===== config.mk =====
export PLATFORM = sky130hd
export DESIGN_NAME = iocr_isa_io_ctrl
export DESIGN_NICKNAME = d
export VERILOG_FILES = /design/src/rtl/iocr_pkg.sv /design/src/rtl/iocr_isa_tick.sv /design/src/rtl/iocr_isa_io_ctrl.sv
export VERILOG_INCLUDE_DIRS = /design/src /design/src/rtl
export SDC_FILE = /design/constraint.sdc
export NUM_CORES = 1
export LEC_CHECK = 0
export ABC_AREA = 1
export ABC_CLOCK_PERIOD_IN_PS = 1830
export BUFFER_PORTS_ARGS = -buffer_cell sky130_fd_sc_hd__buf_2
export CORE_ASPECT_RATIO = 0.8
export CORE_MARGIN = 2
export CORE_UTILIZATION = 50
export CTS_CLUSTER_DIAMETER = 30
export DETAILED_ROUTE_END_ITERATION = 8
export HOLD_SLACK_MARGIN = 0.02
export PLACE_DENSITY = 0.8
export SLEW_MARGIN = 20
export SYNTH_ARGS = -nofsm -noshare
export SYNTH_HDL_FRONTEND = slang
export SYNTH_SLANG_ARGS = --single-unit

===== constraint.sdc =====
create_clock -name clk -period 1.83 [get_ports clk]
set_input_delay 0.0915 -clock clk [delete_from_list [all_inputs] [get_ports clk]]
set_output_delay 0.0915 -clock clk [all_outputs]
set_load 0.03 [all_outputs]

===== src/rtl/iocr_consts.svh =====
// Constants for the ISA I/O command and channel-ready logic
`ifndef IOCR_CONSTS_SVH
`define IOCR_CONSTS_SVH

// -----------------------------------------------------------------
// Clock and timing
// -----------------------------------------------------------------
`define IOCR_CLK_MHZ 100
`define IOCR_ISA_DIV 4
`define IOCR_RDY_RELEASE_NS 70
`define IOCR_RDY_RELEASE_CYC ((`IOCR_RDY_RELEASE_NS * `IOCR_CLK_MHZ) / 1000)

// -----------------------------------------------------------------
// Command and recovery lengths in ISA clocks, before any wait states
// -----------------------------------------------------------------
`define IOCR_CMD8_TICKS 4
`define IOCR_CMD16_TICKS 1
`define IOCR_RECOVERY_TICKS 1

// -----------------------------------------------------------------
// Widths and reset values
// -----------------------------------------------------------------
`define IOCR_LA_WIDTH 7
`define IOCR_LA_RESET 7'h00
`define IOCR_CNT_WIDTH 4

`endif


===== src/rtl/iocr_pkg.sv =====
// Types for the ISA I/O command and channel-ready logic
package iocr_pkg;

  // -----------------------------------------------------------------
  // Master cycle sequencer states
  // -----------------------------------------------------------------
  typedef enum logic [2:0] {
    IOCR_M_IDLE,
    IOCR_M_SETUP,
    IOCR_M_CMD,
    IOCR_M_WAIT,
    IOCR_M_RECOVER
  } iocr_mstate_e;

  // -----------------------------------------------------------------
  // Target channel-ready driver states
  // -----------------------------------------------------------------
  typedef enum logic [1:0] {
    IOCR_T_IDLE,
    IOCR_T_HOLD_LOW,
    IOCR_T_DRIVE_HIGH,
    IOCR_T_WAIT_END
  } iocr_tstate_e;

endpackage


===== src/rtl/iocr_isa_tick.sv =====
// ISA clock tick generator derived from the system clock
`timescale 1ns/10ps
`include "iocr_consts.svh"
module iocr_isa_tick #(
  parameter int DIV = `IOCR_ISA_DIV
) (
  input wire logic clk,
  input wire logic rst_n,
  output logic tick
);

  logic [7:0] cnt_ff;
  logic [7:0] nxt_cnt;

  initial begin
    if (DIV < 2 || DIV > 255) begin
      $error("iocr_isa_tick: DIV out of range");
    end
  end

  always_comb begin
    if (cnt_ff == 8'(DIV - 1)) begin
      nxt_cnt = 8'h00;
    end else begin
      nxt_cnt = cnt_ff + 8'h01;
    end
  end

  always_ff @(posedge clk) begin
    if (!rst_n) begin
      cnt_ff <= 8'h00;
    end else begin
      cnt_ff <= nxt_cnt;
    end
  end

  assign tick = (cnt_ff == 8'(DIV - 1));

endmodule


===== src/rtl/iocr_isa_io_ctrl.sv =====
// ISA I/O read/write commands, channel ready, 16-bit select and upper address
`timescale 1ns/10ps
`include "iocr_consts.svh"
// Function
// - Slave pulls ready low for more time; master waits until it returns high.
// - Ready is an input during own CPU, PCI or DMA cycles.
// - Ready driven only when external master targets DRAM or our registers.
// - As target, drive ready low from the command falling edge.
// - After data ready, drive ready high then float; 70 ns total.
// - Ready left floating when external master accesses another slave.
// - Ready floats during reset, after reset and in power-on suspend.
// - Slave asserts 16-bit select; device then runs a 16-bit I/O cycle.
// - Read command driven when owning the bus, sensed otherwise.
// - Write command tells slave to capture data; driven or sensed by ownership.
// - Commands float in reset, are driven high after reset and in suspend.
// - Seven upper address lines driven while the device owns the bus.
// - Upper address lines are inputs sampled when an external master owns.
// - In extended I/O mode the upper address lines are general outputs; own cycles still drive req_la on them.
module iocr_isa_io_ctrl
  import iocr_pkg::*;
#(
  parameter int ISA_DIV = `IOCR_ISA_DIV,
  parameter int CMD8_TICKS = `IOCR_CMD8_TICKS,
  parameter int CMD16_TICKS = `IOCR_CMD16_TICKS,
  parameter int RDY_RELEASE_CYC = `IOCR_RDY_RELEASE_CYC
) (
  input wire logic clk,
  input wire logic rst_n,
  input wire logic pos_active,
  input wire logic extended_io_bus_option,
  input wire logic [6:0] general_outputs_alt,
  input wire logic ext_master_owns,
  input wire logic ext_target_hit,
  input wire logic target_data_done,
  input wire logic req_valid,
  input wire logic req_write,
  input wire logic req_dma,
  input wire logic [6:0] req_la,
  output logic req_ready,
  output logic cyc_done,
  output logic cyc_is16,
  output logic cyc_waits_seen,
  output logic ext_cmd_start,
  output logic ext_cmd_write,
  output logic [6:0] ext_la,
  input wire logic iochrdy_i,
  output logic iochrdy_o,
  output logic iochrdy_oe,
  input wire logic iocs16_n_i,
  input wire logic ior_n_i,
  output logic ior_n_o,
  output logic ior_n_oe,
  input wire logic iow_n_i,
  output logic iow_n_o,
  output logic iow_n_oe,
  input wire logic [6:0] la_i,
  output logic [6:0] la_o,
  output logic la_oe
);

  initial begin
    if (CMD8_TICKS < 1 || CMD8_TICKS > 15 || CMD16_TICKS < 1 || CMD16_TICKS > 15) begin
      $error("iocr_isa_io_ctrl: command length out of range");
    end
    if (RDY_RELEASE_CYC < 2 || RDY_RELEASE_CYC > 15) begin
      $error("iocr_isa_io_ctrl: ready release count out of range");
    end
  end

  // -----------------------------------------------------------------
  // ISA clock
  // -----------------------------------------------------------------
  logic isa_tick;

  iocr_isa_tick #(
    .DIV(ISA_DIV)
  ) u_tick (
    .clk(clk),
    .rst_n(rst_n),
    .tick(isa_tick)
  );

  // -----------------------------------------------------------------
  // Pin direction state
  // -----------------------------------------------------------------
  logic out_ready_ff;
  logic nxt_out_ready;
  logic own_bus;

  // Commands stay floating until the first edge after reset release
  always_comb begin
    nxt_out_ready = 1'b1;
  end

  always_ff @(posedge clk) begin
    if (!rst_n) begin
      out_ready_ff <= 1'b0;
    end else begin
      out_ready_ff <= nxt_out_ready;
    end
  end

  assign own_bus = out_ready_ff && !ext_master_owns;

  // -----------------------------------------------------------------
  // Master cycle sequencer
  // -----------------------------------------------------------------
  iocr_mstate_e mst_ff;
  iocr_mstate_e nxt_mst;
  logic [`IOCR_CNT_WIDTH-1:0] cnt_ff;
  logic [`IOCR_CNT_WIDTH-1:0] nxt_cnt;
  logic write_ff;
  logic nxt_write;
  logic is16_ff;
  logic nxt_is16;
  logic waited_ff;
  logic nxt_waited;
  logic done_ff;
  logic nxt_done;
  logic ior_ff;
  logic nxt_ior;
  logic iow_ff;
  logic nxt_iow;
  logic [6:0] la_ff;
  logic [6:0] nxt_la;
  logic can_start;

  function automatic logic [`IOCR_CNT_WIDTH-1:0] cmd_len(input logic wide);
    if (wide) begin
      cmd_len = `IOCR_CNT_WIDTH'(CMD16_TICKS);
    end else begin
      cmd_len = `IOCR_CNT_WIDTH'(CMD8_TICKS);
    end
  endfunction

  assign can_start = own_bus && !pos_active && (mst_ff == IOCR_M_IDLE);

  always_comb begin
    nxt_mst = mst_ff;
    nxt_cnt = cnt_ff;
    nxt_write = write_ff;
    nxt_is16 = is16_ff;
    nxt_waited = waited_ff;
    nxt_done = 1'b0;
    nxt_ior = 1'b1;
    nxt_iow = 1'b1;
    nxt_la = la_ff;
    case (mst_ff)
      IOCR_M_IDLE: begin
        if (extended_io_bus_option) begin
          nxt_la = general_outputs_alt;
        end
        if (can_start && req_valid) begin
          nxt_la = req_la;
          nxt_write = req_write;
          nxt_waited = 1'b0;
          nxt_mst = IOCR_M_SETUP;
        end
      end
      IOCR_M_SETUP: begin
        // Address is driven on entry; the command falls on the next ISA tick, 1 to ISA_DIV clocks later
        if (isa_tick) begin
          nxt_ior = write_ff;
          nxt_iow = !write_ff;
          nxt_is16 = !iocs16_n_i;
          nxt_cnt = cmd_len(!iocs16_n_i);
          nxt_mst = IOCR_M_CMD;
        end
      end
      IOCR_M_CMD: begin
        nxt_ior = ior_ff;
        nxt_iow = iow_ff;
        if (isa_tick) begin
          if (cnt_ff > `IOCR_CNT_WIDTH'(1)) begin
            nxt_cnt = cnt_ff - `IOCR_CNT_WIDTH'(1);
          end else if (!iochrdy_i) begin
            nxt_waited = 1'b1;
            nxt_mst = IOCR_M_WAIT;
          end else begin
            nxt_ior = 1'b1;
            nxt_iow = 1'b1;
            nxt_done = 1'b1;
            nxt_cnt = `IOCR_CNT_WIDTH'(`IOCR_RECOVERY_TICKS);
            nxt_mst = IOCR_M_RECOVER;
          end
        end
      end
      IOCR_M_WAIT: begin
        // One wait state per ISA clock on which ready is sampled low
        nxt_ior = ior_ff;
        nxt_iow = iow_ff;
        if (isa_tick && iochrdy_i) begin
          nxt_ior = 1'b1;
          nxt_iow = 1'b1;
          nxt_done = 1'b1;
          nxt_cnt = `IOCR_CNT_WIDTH'(`IOCR_RECOVERY_TICKS);
          nxt_mst = IOCR_M_RECOVER;
        end
      end
      IOCR_M_RECOVER: begin
        if (isa_tick) begin
          if (cnt_ff > `IOCR_CNT_WIDTH'(1)) begin
            nxt_cnt = cnt_ff - `IOCR_CNT_WIDTH'(1);
          end else begin
            nxt_mst = IOCR_M_IDLE;
          end
        end
      end
      default: begin
        nxt_mst = IOCR_M_IDLE;
      end
    endcase
  end

  always_ff @(posedge clk) begin
    if (!rst_n) begin
      mst_ff <= IOCR_M_IDLE;
      cnt_ff <= '0;
      write_ff <= 1'b0;
      is16_ff <= 1'b0;
      waited_ff <= 1'b0;
      done_ff <= 1'b0;
      ior_ff <= 1'b1;
      iow_ff <= 1'b1;
      la_ff <= `IOCR_LA_RESET;
    end else begin
      mst_ff <= nxt_mst;
      cnt_ff <= nxt_cnt;
      write_ff <= nxt_write;
      is16_ff <= nxt_is16;
      waited_ff <= nxt_waited;
      done_ff <= nxt_done;
      ior_ff <= nxt_ior;
      iow_ff <= nxt_iow;
      la_ff <= nxt_la;
    end
  end

  // Request handshake; the DMA flag only marks that ready is sensed too
  assign req_ready = can_start && (req_dma || !req_dma);
  assign cyc_done = done_ff;
  assign cyc_is16 = is16_ff;
  assign cyc_waits_seen = waited_ff;

  // -----------------------------------------------------------------
  // Command and address pin drivers
  // -----------------------------------------------------------------
  assign ior_n_o = ior_ff;
  assign iow_n_o = iow_ff;
  assign ior_n_oe = own_bus;
  assign iow_n_oe = own_bus;
  assign la_o = la_ff;
  // Suspend keeps the last address driven; extended mode drives always
  assign la_oe = out_ready_ff && (extended_io_bus_option || !ext_master_owns);

  // -----------------------------------------------------------------
  // External master command sensing
  // -----------------------------------------------------------------
  logic ior_prev_ff;
  logic nxt_ior_prev;
  logic iow_prev_ff;
  logic nxt_iow_prev;
  logic start_ff;
  logic nxt_start;
  logic ext_wr_ff;
  logic nxt_ext_wr;
  logic [6:0] ext_la_ff;
  logic [6:0] nxt_ext_la;
  logic cmd_fall;
  logic cmd_low;

  assign cmd_fall = ext_master_owns &&
                    ((ior_prev_ff && !ior_n_i) || (iow_prev_ff && !iow_n_i));
  assign cmd_low = !ior_n_i || !iow_n_i;

  always_comb begin
    nxt_ior_prev = ior_n_i;
    nxt_iow_prev = iow_n_i;
    nxt_start = 1'b0;
    nxt_ext_wr = ext_wr_ff;
    nxt_ext_la = ext_la_ff;
    if (cmd_fall && !extended_io_bus_option) begin
      nxt_start = 1'b1;
      nxt_ext_wr = !iow_n_i;
      nxt_ext_la = la_i;
    end
  end

  always_ff @(posedge clk) begin
    if (!rst_n) begin
      ior_prev_ff <= 1'b1;
      iow_prev_ff <= 1'b1;
      start_ff <= 1'b0;
      ext_wr_ff <= 1'b0;
      ext_la_ff <= `IOCR_LA_RESET;
    end else begin
      ior_prev_ff <= nxt_ior_prev;
      iow_prev_ff <= nxt_iow_prev;
      start_ff <= nxt_start;
      ext_wr_ff <= nxt_ext_wr;
      ext_la_ff <= nxt_ext_la;
    end
  end

  assign ext_cmd_start = start_ff;
  assign ext_cmd_write = ext_wr_ff;
  assign ext_la = ext_la_ff;

  // -----------------------------------------------------------------
  // Target channel-ready driver
  // -----------------------------------------------------------------
  iocr_tstate_e tst_ff;
  iocr_tstate_e nxt_tst;
  logic [`IOCR_CNT_WIDTH-1:0] rcnt_ff;
  logic [`IOCR_CNT_WIDTH-1:0] nxt_rcnt;
  logic rdy_o_ff;
  logic nxt_rdy_o;
  logic rdy_oe_ff;
  logic nxt_rdy_oe;

  always_comb begin
    nxt_tst = tst_ff;
    nxt_rcnt = rcnt_ff;
    nxt_rdy_o = 1'b1;
    nxt_rdy_oe = 1'b0;
    case (tst_ff)
      IOCR_T_IDLE: begin
        // Other slaves pace their own cycles
        if (cmd_fall && ext_target_hit && !pos_active) begin
          nxt_rdy_o = 1'b0;
          nxt_rdy_oe = 1'b1;
          nxt_tst = IOCR_T_HOLD_LOW;
        end
      end
      IOCR_T_HOLD_LOW: begin
        nxt_rdy_o = 1'b0;
        nxt_rdy_oe = 1'b1;
        if (target_data_done) begin
          nxt_rdy_o = 1'b1;
          // This cycle is the first high one; the last cycle of the window floats
          nxt_rcnt = `IOCR_CNT_WIDTH'(RDY_RELEASE_CYC - 1);
          nxt_tst = IOCR_T_DRIVE_HIGH;
        end else if (!cmd_low || !ext_master_owns) begin
          nxt_rdy_oe = 1'b0;
          nxt_tst = IOCR_T_IDLE;
        end
      end
      IOCR_T_DRIVE_HIGH: begin
        // Drive plus release must fit in the window, so float on the last cycle
        if (rcnt_ff > `IOCR_CNT_WIDTH'(1)) begin
          nxt_rdy_oe = 1'b1;
          nxt_rcnt = rcnt_ff - `IOCR_CNT_WIDTH'(1);
        end else begin
          nxt_tst = IOCR_T_WAIT_END;
        end
      end
      IOCR_T_WAIT_END: begin
        if (!cmd_low) begin
          nxt_tst = IOCR_T_IDLE;
        end
      end
      default: begin
        nxt_tst = IOCR_T_IDLE;
      end
    endcase
    if (pos_active) begin
      nxt_rdy_oe = 1'b0;
      nxt_tst = IOCR_T_IDLE;
    end
  end

  always_ff @(posedge clk) begin
    if (!rst_n) begin
      tst_ff <= IOCR_T_IDLE;
      rcnt_ff <= '0;
      rdy_o_ff <= 1'b1;
      rdy_oe_ff <= 1'b0;
    end else begin
      tst_ff <= nxt_tst;
      rcnt_ff <= nxt_rcnt;
      rdy_o_ff <= nxt_rdy_o;
      rdy_oe_ff <= nxt_rdy_oe;
    end
  end

  assign iochrdy_o = rdy_o_ff;
  assign iochrdy_oe = rdy_oe_ff;

endmodule


==> results of run 1 <==
==> placed cells by master (no fill, tap or decap), types with 2 or more instances in the layout <==
cell type and count:
o21ai_1 5, nand3_2 2, a211oi_1 2, nand2_1 67, nand2_2 6, bufinv_16 2
nand3_1 18, dlygate4sd3_1 3, a21oi_1 18, nor3_1 4, dfxtp_1 48, ha_1 5
clkbuf_8 5, inv_1 43, nor2_1 45, buf_4 3, inv_2 3, nand4_1 4
xor2_1 4, o21a_1 2, a31oi_1 9, buf_2 60, nor2_2 2, o21ai_0 25
==> repair_timing <==
action | in CTS | in global routing
endpoints found under the hold margin | 3 | 0
hold buffers | 3 | 0
setup endpoints to repair | 0 | 0
==> cell type report <==
class | count | area, sq um | share of cell area (%)
clock buffers | 5 | 68.8 | 2.44
clock inverters | 3 | 68.8 | 2.44
inverters | 47 | 176 | 6.26
multi-input cells | 225 | 1120 | 39.7
flip-flops and latches | 48 | 961 | 34.1
well taps | 57 | 71.3 | 2.53
repair buffers | 66 | 353 | 12.5
==> synth_stat cells (all sizes together) <==
library cell / n / area [sq um]
nor3: 4 / 20.0
a31oi: 9 / 56.3
inv: 46 / 173
a211oi: 2 / 15.0
ha: 5 / 62.6
clkbuf: 1 / 3.75
nor2: 48 / 193
buf: 5 / 32.5
xor2: 4 / 35.0
o21a: 2 / 15.0
or2: 1 / 6.26
nand2: 73 / 289
nand4: 5 / 37.5
o211ai: 1 / 7.51
a21boi: 1 / 7.51
a21oi: 18 / 90.1
o21ai: 31 / 166
o22ai: 1 / 6.26
nand3: 20 / 110
dfxtp: 48 / 961
clkinv: 1 / 3.75
==> per-stage QoR <==
| stage | power [mW] | cells | util, % |
|---|---|---|---|
| floorplan | 2.18 | 326 | - |
| global placement | 2.42 | 440 | 61.8 |
| detailed placement | 2.44 | 440 | 61.8 |
| CTS | 3.37 | 451 | 65.8 |
| global route | 3.57 | 451 | 65.8 |
| finish | 3.36 | 451 | 65.8 |
==> worst paths after layout <==
| path | from | end | slack, ns | cells after the start |
|---|---|---|---|---|
| max | u_tick.cnt_ff[0] | ior_n_o | 0.24 | 8 |
| min | la_i[0] | ext_la[0] | 0.04 | 3 |
| max reg2reg | u_tick.cnt_ff[0] | ior_n_o | 0.24 | 8 |
| min reg2reg | u_tick.cnt_ff[0] | u_tick.cnt_ff[0] | 0.46 | 1 |
==> sequential cells by signal (all words and copies together), names as in the netlist, 3 cells and up, named ones only <==
register       cells
cnt_ff             4
u_tick.cnt_ff      8
mst_ff             3
rcnt_ff            4
la_o               7
ext_la             7
==> routing by layer <==
metal,part of all wire (%),vias to the layer above
li1,-,1193
met1,49,976
met2,45,60
met3,4.8,2
met4,0.72,0
met5,0,-
==> tightest hold or removal path: stages <==
cell and delay [ns]:
buf_2 0.07, o21ai_0 0.07, nor2_1 0.08
==> power groups by stage <==
| stage | clock [mW] | sequential (mW) | combinational [mW] |
|---|---|---|---|
| finish | 0.920 | 1.26 | 1.18 |
| global route | 0.974 | 1.28 | 1.32 |
| CTS | 0.930 | 1.26 | 1.18 |
| detailed placement | 0 | 1.28 | 1.16 |
| global placement | 0 | 1.28 | 1.13 |
| floorplan | 0 | 1.44 | 0.745 |
==> logic make-up after synthesis <==
kind of cell	after synthesis
xor gates and xnor gates	4
AOI/OAI and AO/OA	65
DFF	48
adders and majority gates	5
buffers and inverters	53
and+or+nand+nor	151
==> results.tsv, run 1 <==
stage	metric	value	unit
sta	clock.fmax	630	MHz
setup_path	path_cells	ha_1, nand2_1, nor2_1, nand2_1, nor2_1, inv_1, o21ai_0, nand3_1	
yosys	syn-cell-area	2290	sq um
clock_tree	ctsResizeCount	0	
global_routing	antenna_found_initial	0	
yosys	synthAdderAreaFrac	2.73	%
floorplan	placementRows	21	
placed_design	pre_cts_ws	0.274	ns
sta	setup_tns	0	ns
sta	skew	0.00893	ns
clock_tree	cts_tree	built	
sta	drv_slew	0	
floorplan	die_area	5140	sq um
sta	final-setup-viol-count	0	
global_routing	grt_overflow	0	
floorplan	core	4280	sq um
setup_path	crit_fanout	3	
cells_and_area	fillers	369	
job	maxCapViolCount	0	
clock_tree	insertion_delay	0.30	ns
power	p_sw	1.24	mW
setup_path	cpPeakStageDelay	0.36	ns
clock_tree	cts.sink_count	48	
power	comb_power_share	35.0	%
yosys	synth_mux_area_share	0	%
setup_path	cp-end-kind	register	
cells_and_area	layout-drive-gt1-share	22.3	%
global_routing	grt_pass1_vias	2022	
clock_tree	path_clk_slew	0.09	ns
floorplan	die_h	64.5	microns
sta	fin_crit_sh	86.8	%
global_routing	grt_max_degree	32	
yosys	ys_ff_latch	48	
yosys	ys_types	32	
yosys	yosys.area_share.simple	28.6	%
sta	finalHoldViolations	0	
yosys	ys_seq_area_share	41.9	%
placed_design	gp_congestion	0.819	
clock_tree	clock-root-buffer	clkbuf_8	
sta	worst_slack	0.241	ns
route	drtIter0Drc	129	
route	ant_nets	0	
setup_path	critPathBufInv	1	
power	p_sw_share	36.9	%
floorplan	start_util	53.5	%
route	viasPerCell	4.95	
global_routing	grt_util_met1	27.8	%
placed_design	place_area	2650	sq um
power	power_leakage	1.41	nW
power	pwr-share-clk	27.4	%
sta	hold-worst-slack	0.0372	ns
setup_path	slowest_stage	dfxtp_1	
outcome	status	finished, final reports clean	
route	wire_per_inst	11.2	microns
global_routing	use_met3	4.87	%
sta	max_slew_margin	80.4	%
power	p_int	2.12	mW
setup_path	worstSetupStartpointType	register	
clock_tree	cts_max_level	2	
yosys	synth_top_family_by_area	simple AND/OR/NAND/NOR gates	
route	drt_pass1_iterations	4	
clock_tree	cts_buffer_depth	2	
route	wirelength	5.03	mm
route	post-route-drc-count	0	
sta	min_period	1.59	ns
yosys	syn_avg_cell_area	7.03	sq um
global_routing	grt_use_total	21.2	%
floorplan	io_pins	62	
cells_and_area	area_delta_synth_final	22.9	%
sta	worstMarginPinSlew	0.294	ns
setup_path	crit_required	2.01	ns
route	vias	2231	
sta	rsz0062_at_grt	no	
placed_design	dp_hpwl	3.77	mm
cells_and_area	diodes	0	
yosys	syn_inst	326	
cells_and_area	fin_nets	433	
yosys	synth-xor-area-share	1.53	%
placed_design	port_buffers	60	
global_routing	top_usage_layer	met2	
global_routing	grt_pass1_wl	8.67	mm
setup_path	crit_type	reg -> reg	
setup_path	cp.arrival	1.77	ns
hold_path	min_path_type	in -> reg	
power	p_seq_share	37.6	%
cells_and_area	design_area	2820	sq um
global_routing	grt_use_met2	33.6	%
yosys	synth_nets	366	
clock_tree	numCtsBuffers	5	
power	max-vdd-ir-drop	752	uV
floorplan	die_x	79.7	microns
clock_tree	post_cts_buffers	0	
setup_path	cp_top_family	simple AND/OR/NAND/NOR gates	
yosys	synth_compound_area_share	15.9	%
yosys	synth_warnings	0	
power	p_per_area	1190	nW/um^2
Power figures use the tool's default switching activity.
==> inputs of run 2 (changes only) <==
- PLACE_DENSITY: 0.8 -> 0.82
==> results.tsv, run 2 (synthesis gave the netlist of run 1 again) <==
stage	metric	value	unit	change
setup_path	r2r_start	cnt_ff[0]		was u_tick.cnt_ff[0]
placed_design	dp_hpwl	3.93	mm	was 3.77 mm
floorplan	core	4280	sq um	unchanged
route	ant_nets	0		unchanged
setup_path	crit_required	2.04	ns	was 2.01 ns
cells_and_area	fillers	391		was 369
setup_path	crit_type	reg -> reg		unchanged
route	vias	2244		was 2231
global_routing	grt_pass1_wl	8.73	mm	was 8.67 mm
hold_path	min_path_type	in -> reg		unchanged
floorplan	die_h	64.5	microns	unchanged
clock_tree	clock-root-buffer	clkbuf_8		unchanged
power	power_leakage	1.39	nW	was 1.41 nW
global_routing	grt_pass1_vias	2019		was 2022
sta	rsz0062_at_grt	no		unchanged
hold_path	hold_depth	3		unchanged
hold_path	whs_endpoint	ext_la[5]		was ext_la[0]
job	maxCapViolCount	0		unchanged
global_routing	grt_use_total	21.4	%	was 21.2%
global_routing	grt_util_met1	27.1	%	was 27.8%
power	p_per_area	1150	nW/um^2	was 1190 nW/um^2
route	viasPerCell	4.99		was 4.95
route	drt_pass1_iterations	4		unchanged
floorplan	start_util	53.5	%	unchanged
clock_tree	cts_buffer_depth	2		unchanged
global_routing	grt_overflow	0		unchanged
clock_tree	path_clk_slew	0.09	ns	about the same
power	max-vdd-ir-drop	678	uV	was 752 uV
cells_and_area	mostFrequentLayoutCell	nand2_1		unchanged
hold_path	hold_start	la_i[5]		was la_i[0]
sta	drv_slew	0		unchanged
global_routing	antenna_found_initial	0		unchanged
outcome	status	finished, final reports clean		unchanged
clock_tree	cts.sink_count	48		unchanged
route	wire_per_inst	11.3	microns	was 11.2 microns
floorplan	placementRows	21		unchanged
clock_tree	cts_tree	built		unchanged
cells_and_area	register_area	961	sq um	unchanged
route	wirelength	5.09	mm	was 5.03 mm
placed_design	port_buffers	60		unchanged
setup_path	crit_fanout	5		was 3
cells_and_area	area_delta_synth_final	21.5	%	was 22.9%
global_routing	grt_use_met2	35.3	%	was 33.6%
setup_path	cp-end-kind	register		unchanged
cells_and_area	diodes	0		unchanged
sta	setup_tns	0	ns	unchanged
clock_tree	numCtsBuffers	5		unchanged
floorplan	die_area	5140	sq um	unchanged
global_routing	use_met3	5.99	%	was 4.87%
setup_path	cp.arrival	1.80	ns	was 1.77 ns
sta	skew	0.00644	ns	was 0.00893 ns
sta	min_period	1.58	ns	was 1.59 ns
sta	clock.fmax	632	MHz	was 630 MHz
global_routing	grt_max_degree	32		unchanged
sta	worst_slack	0.247	ns	was 0.241 ns
placed_design	gp_congestion	0.918		was 0.819
cells_and_area	top_register	u_tick.cnt_ff		unchanged
setup_path	reg2reg_to	mst_ff[2]		was ior_n_o
floorplan	die_x	79.7	microns	unchanged
sta	max_slew_margin	80.1	%	was 80.4%
cells_and_area	fin_nets	432		was 433
setup_path	worstRegToRegCells	12		was 8
cells_and_area	largest_reg_flops	8		unchanged
sta	fin_crit_sh	86.5	%	was 86.8%
setup_path	r2r_setup_slack	0.25	ns	was 0.24 ns
clock_tree	insertion_delay	0.31	ns	was 0.30 ns
sta	finalHoldViolations	0		unchanged
cells_and_area	final_cell_mix	nand2_1 (67), buf_2 (60), dfxtp_1 (48), nor2_1 (45), inv_1 (43)		unchanged
sta	final-setup-viol-count	0		unchanged
setup_path	worstSetupStartpointType	register		unchanged
clock_tree	ctsResizeCount	0		unchanged
placed_design	pre_cts_ws	0.253	ns	was 0.274 ns
route	drtIter0Drc	74		was 129
floorplan	io_pins	62		unchanged
global_routing	top_usage_layer	met2		unchanged
sta	worstMarginPinSlew	0.297	ns	was 0.294 ns
cells_and_area	layout-drive-gt1-share	22.1	%	was 22.3%
clock_tree	cts_max_level	2		unchanged
cells_and_area	multiInputGateArea	1120	sq um	unchanged
route	post-route-drc-count	0		unchanged
run 2: changes by cell type in the layout (fill, tap and decap cells not counted), sizes merged:
cell / delta
bufinv: -1
clkinv: +1
buf: -1
inv: -1
clkinvlp: +1
run 2: power breakdown:
group          switching [mW]  internal (mW)
Clock                   0.357          0.404
Sequential             0.0805           1.18
Combinational           0.780          0.390
Total                    1.22           1.97
run 2: repair_timing:
action | CTS | global route
hold buffers | 3 | 0
buffers inserted | 0 | 0
endpoints found under the hold margin | 3 | 0
run 2: stage by stage:
stage | power (mW) | utilization [%] | hold slack, ns | area, sq um | cells
after floorplan | 2.18 | - | 0.119 | 2290 | 326
after global placement | 2.42 | 61.7 | 0.282 | 2640 | 439
after detailed placement | 2.44 | 61.7 | 0.304 | 2640 | 439
after CTS | 3.21 | 65.0 | 0.0256 | 2780 | 450
after global routing | 3.41 | 65.0 | 0.0348 | 2780 | 450
final | 3.19 | 65.0 | 0.0311 | 2780 | 450
run 2: cell type report:
type	instances	area share, %
tap	57	2.56
clock buffer	5	2.47
sequential	48	34.5
timing repair buffer	65	12.4
clock inverter	3	1.53
inverter	47	6.34
multi-input combinational	225	40.2
run 2: metal layers:
metal  share of wire [%]  up-vias  wire [microns]
met1                  48     1018            2450
met5                   0        -               0
li1                    -     1182               -
met3                 4.1        6             208
met4                 1.2        0              60
met2                  46       38            2360
run 2: worst max-delay path, stage by stage (launching register included):
cell,delay [ns]
dfxtp_1,0.37
inv_1,0.09
ha_1,0.23
inv_1,0.08
nand2_1,0.05
nand2_1,0.12
nand2_1,0.11
nand2_1,0.11
inv_1,0.05
nand4_2,0.11
nand2_1,0.08
nand2_1,0.06
nor2_1,0.04
run 2: worst max path at each step:
stage / start / to
CTS: u_tick.cnt_ff[0] / u_tick.cnt_ff[5]
global route: u_tick.cnt_ff[0] / u_tick.cnt_ff[5]
finish: cnt_ff[0] / mst_ff[2]
global placement: u_tick.cnt_ff[0] / u_tick.cnt_ff[5]
detailed placement: u_tick.cnt_ff[0] / u_tick.cnt_ff[5]
floorplan: mst_ff[0] / la_o[4]
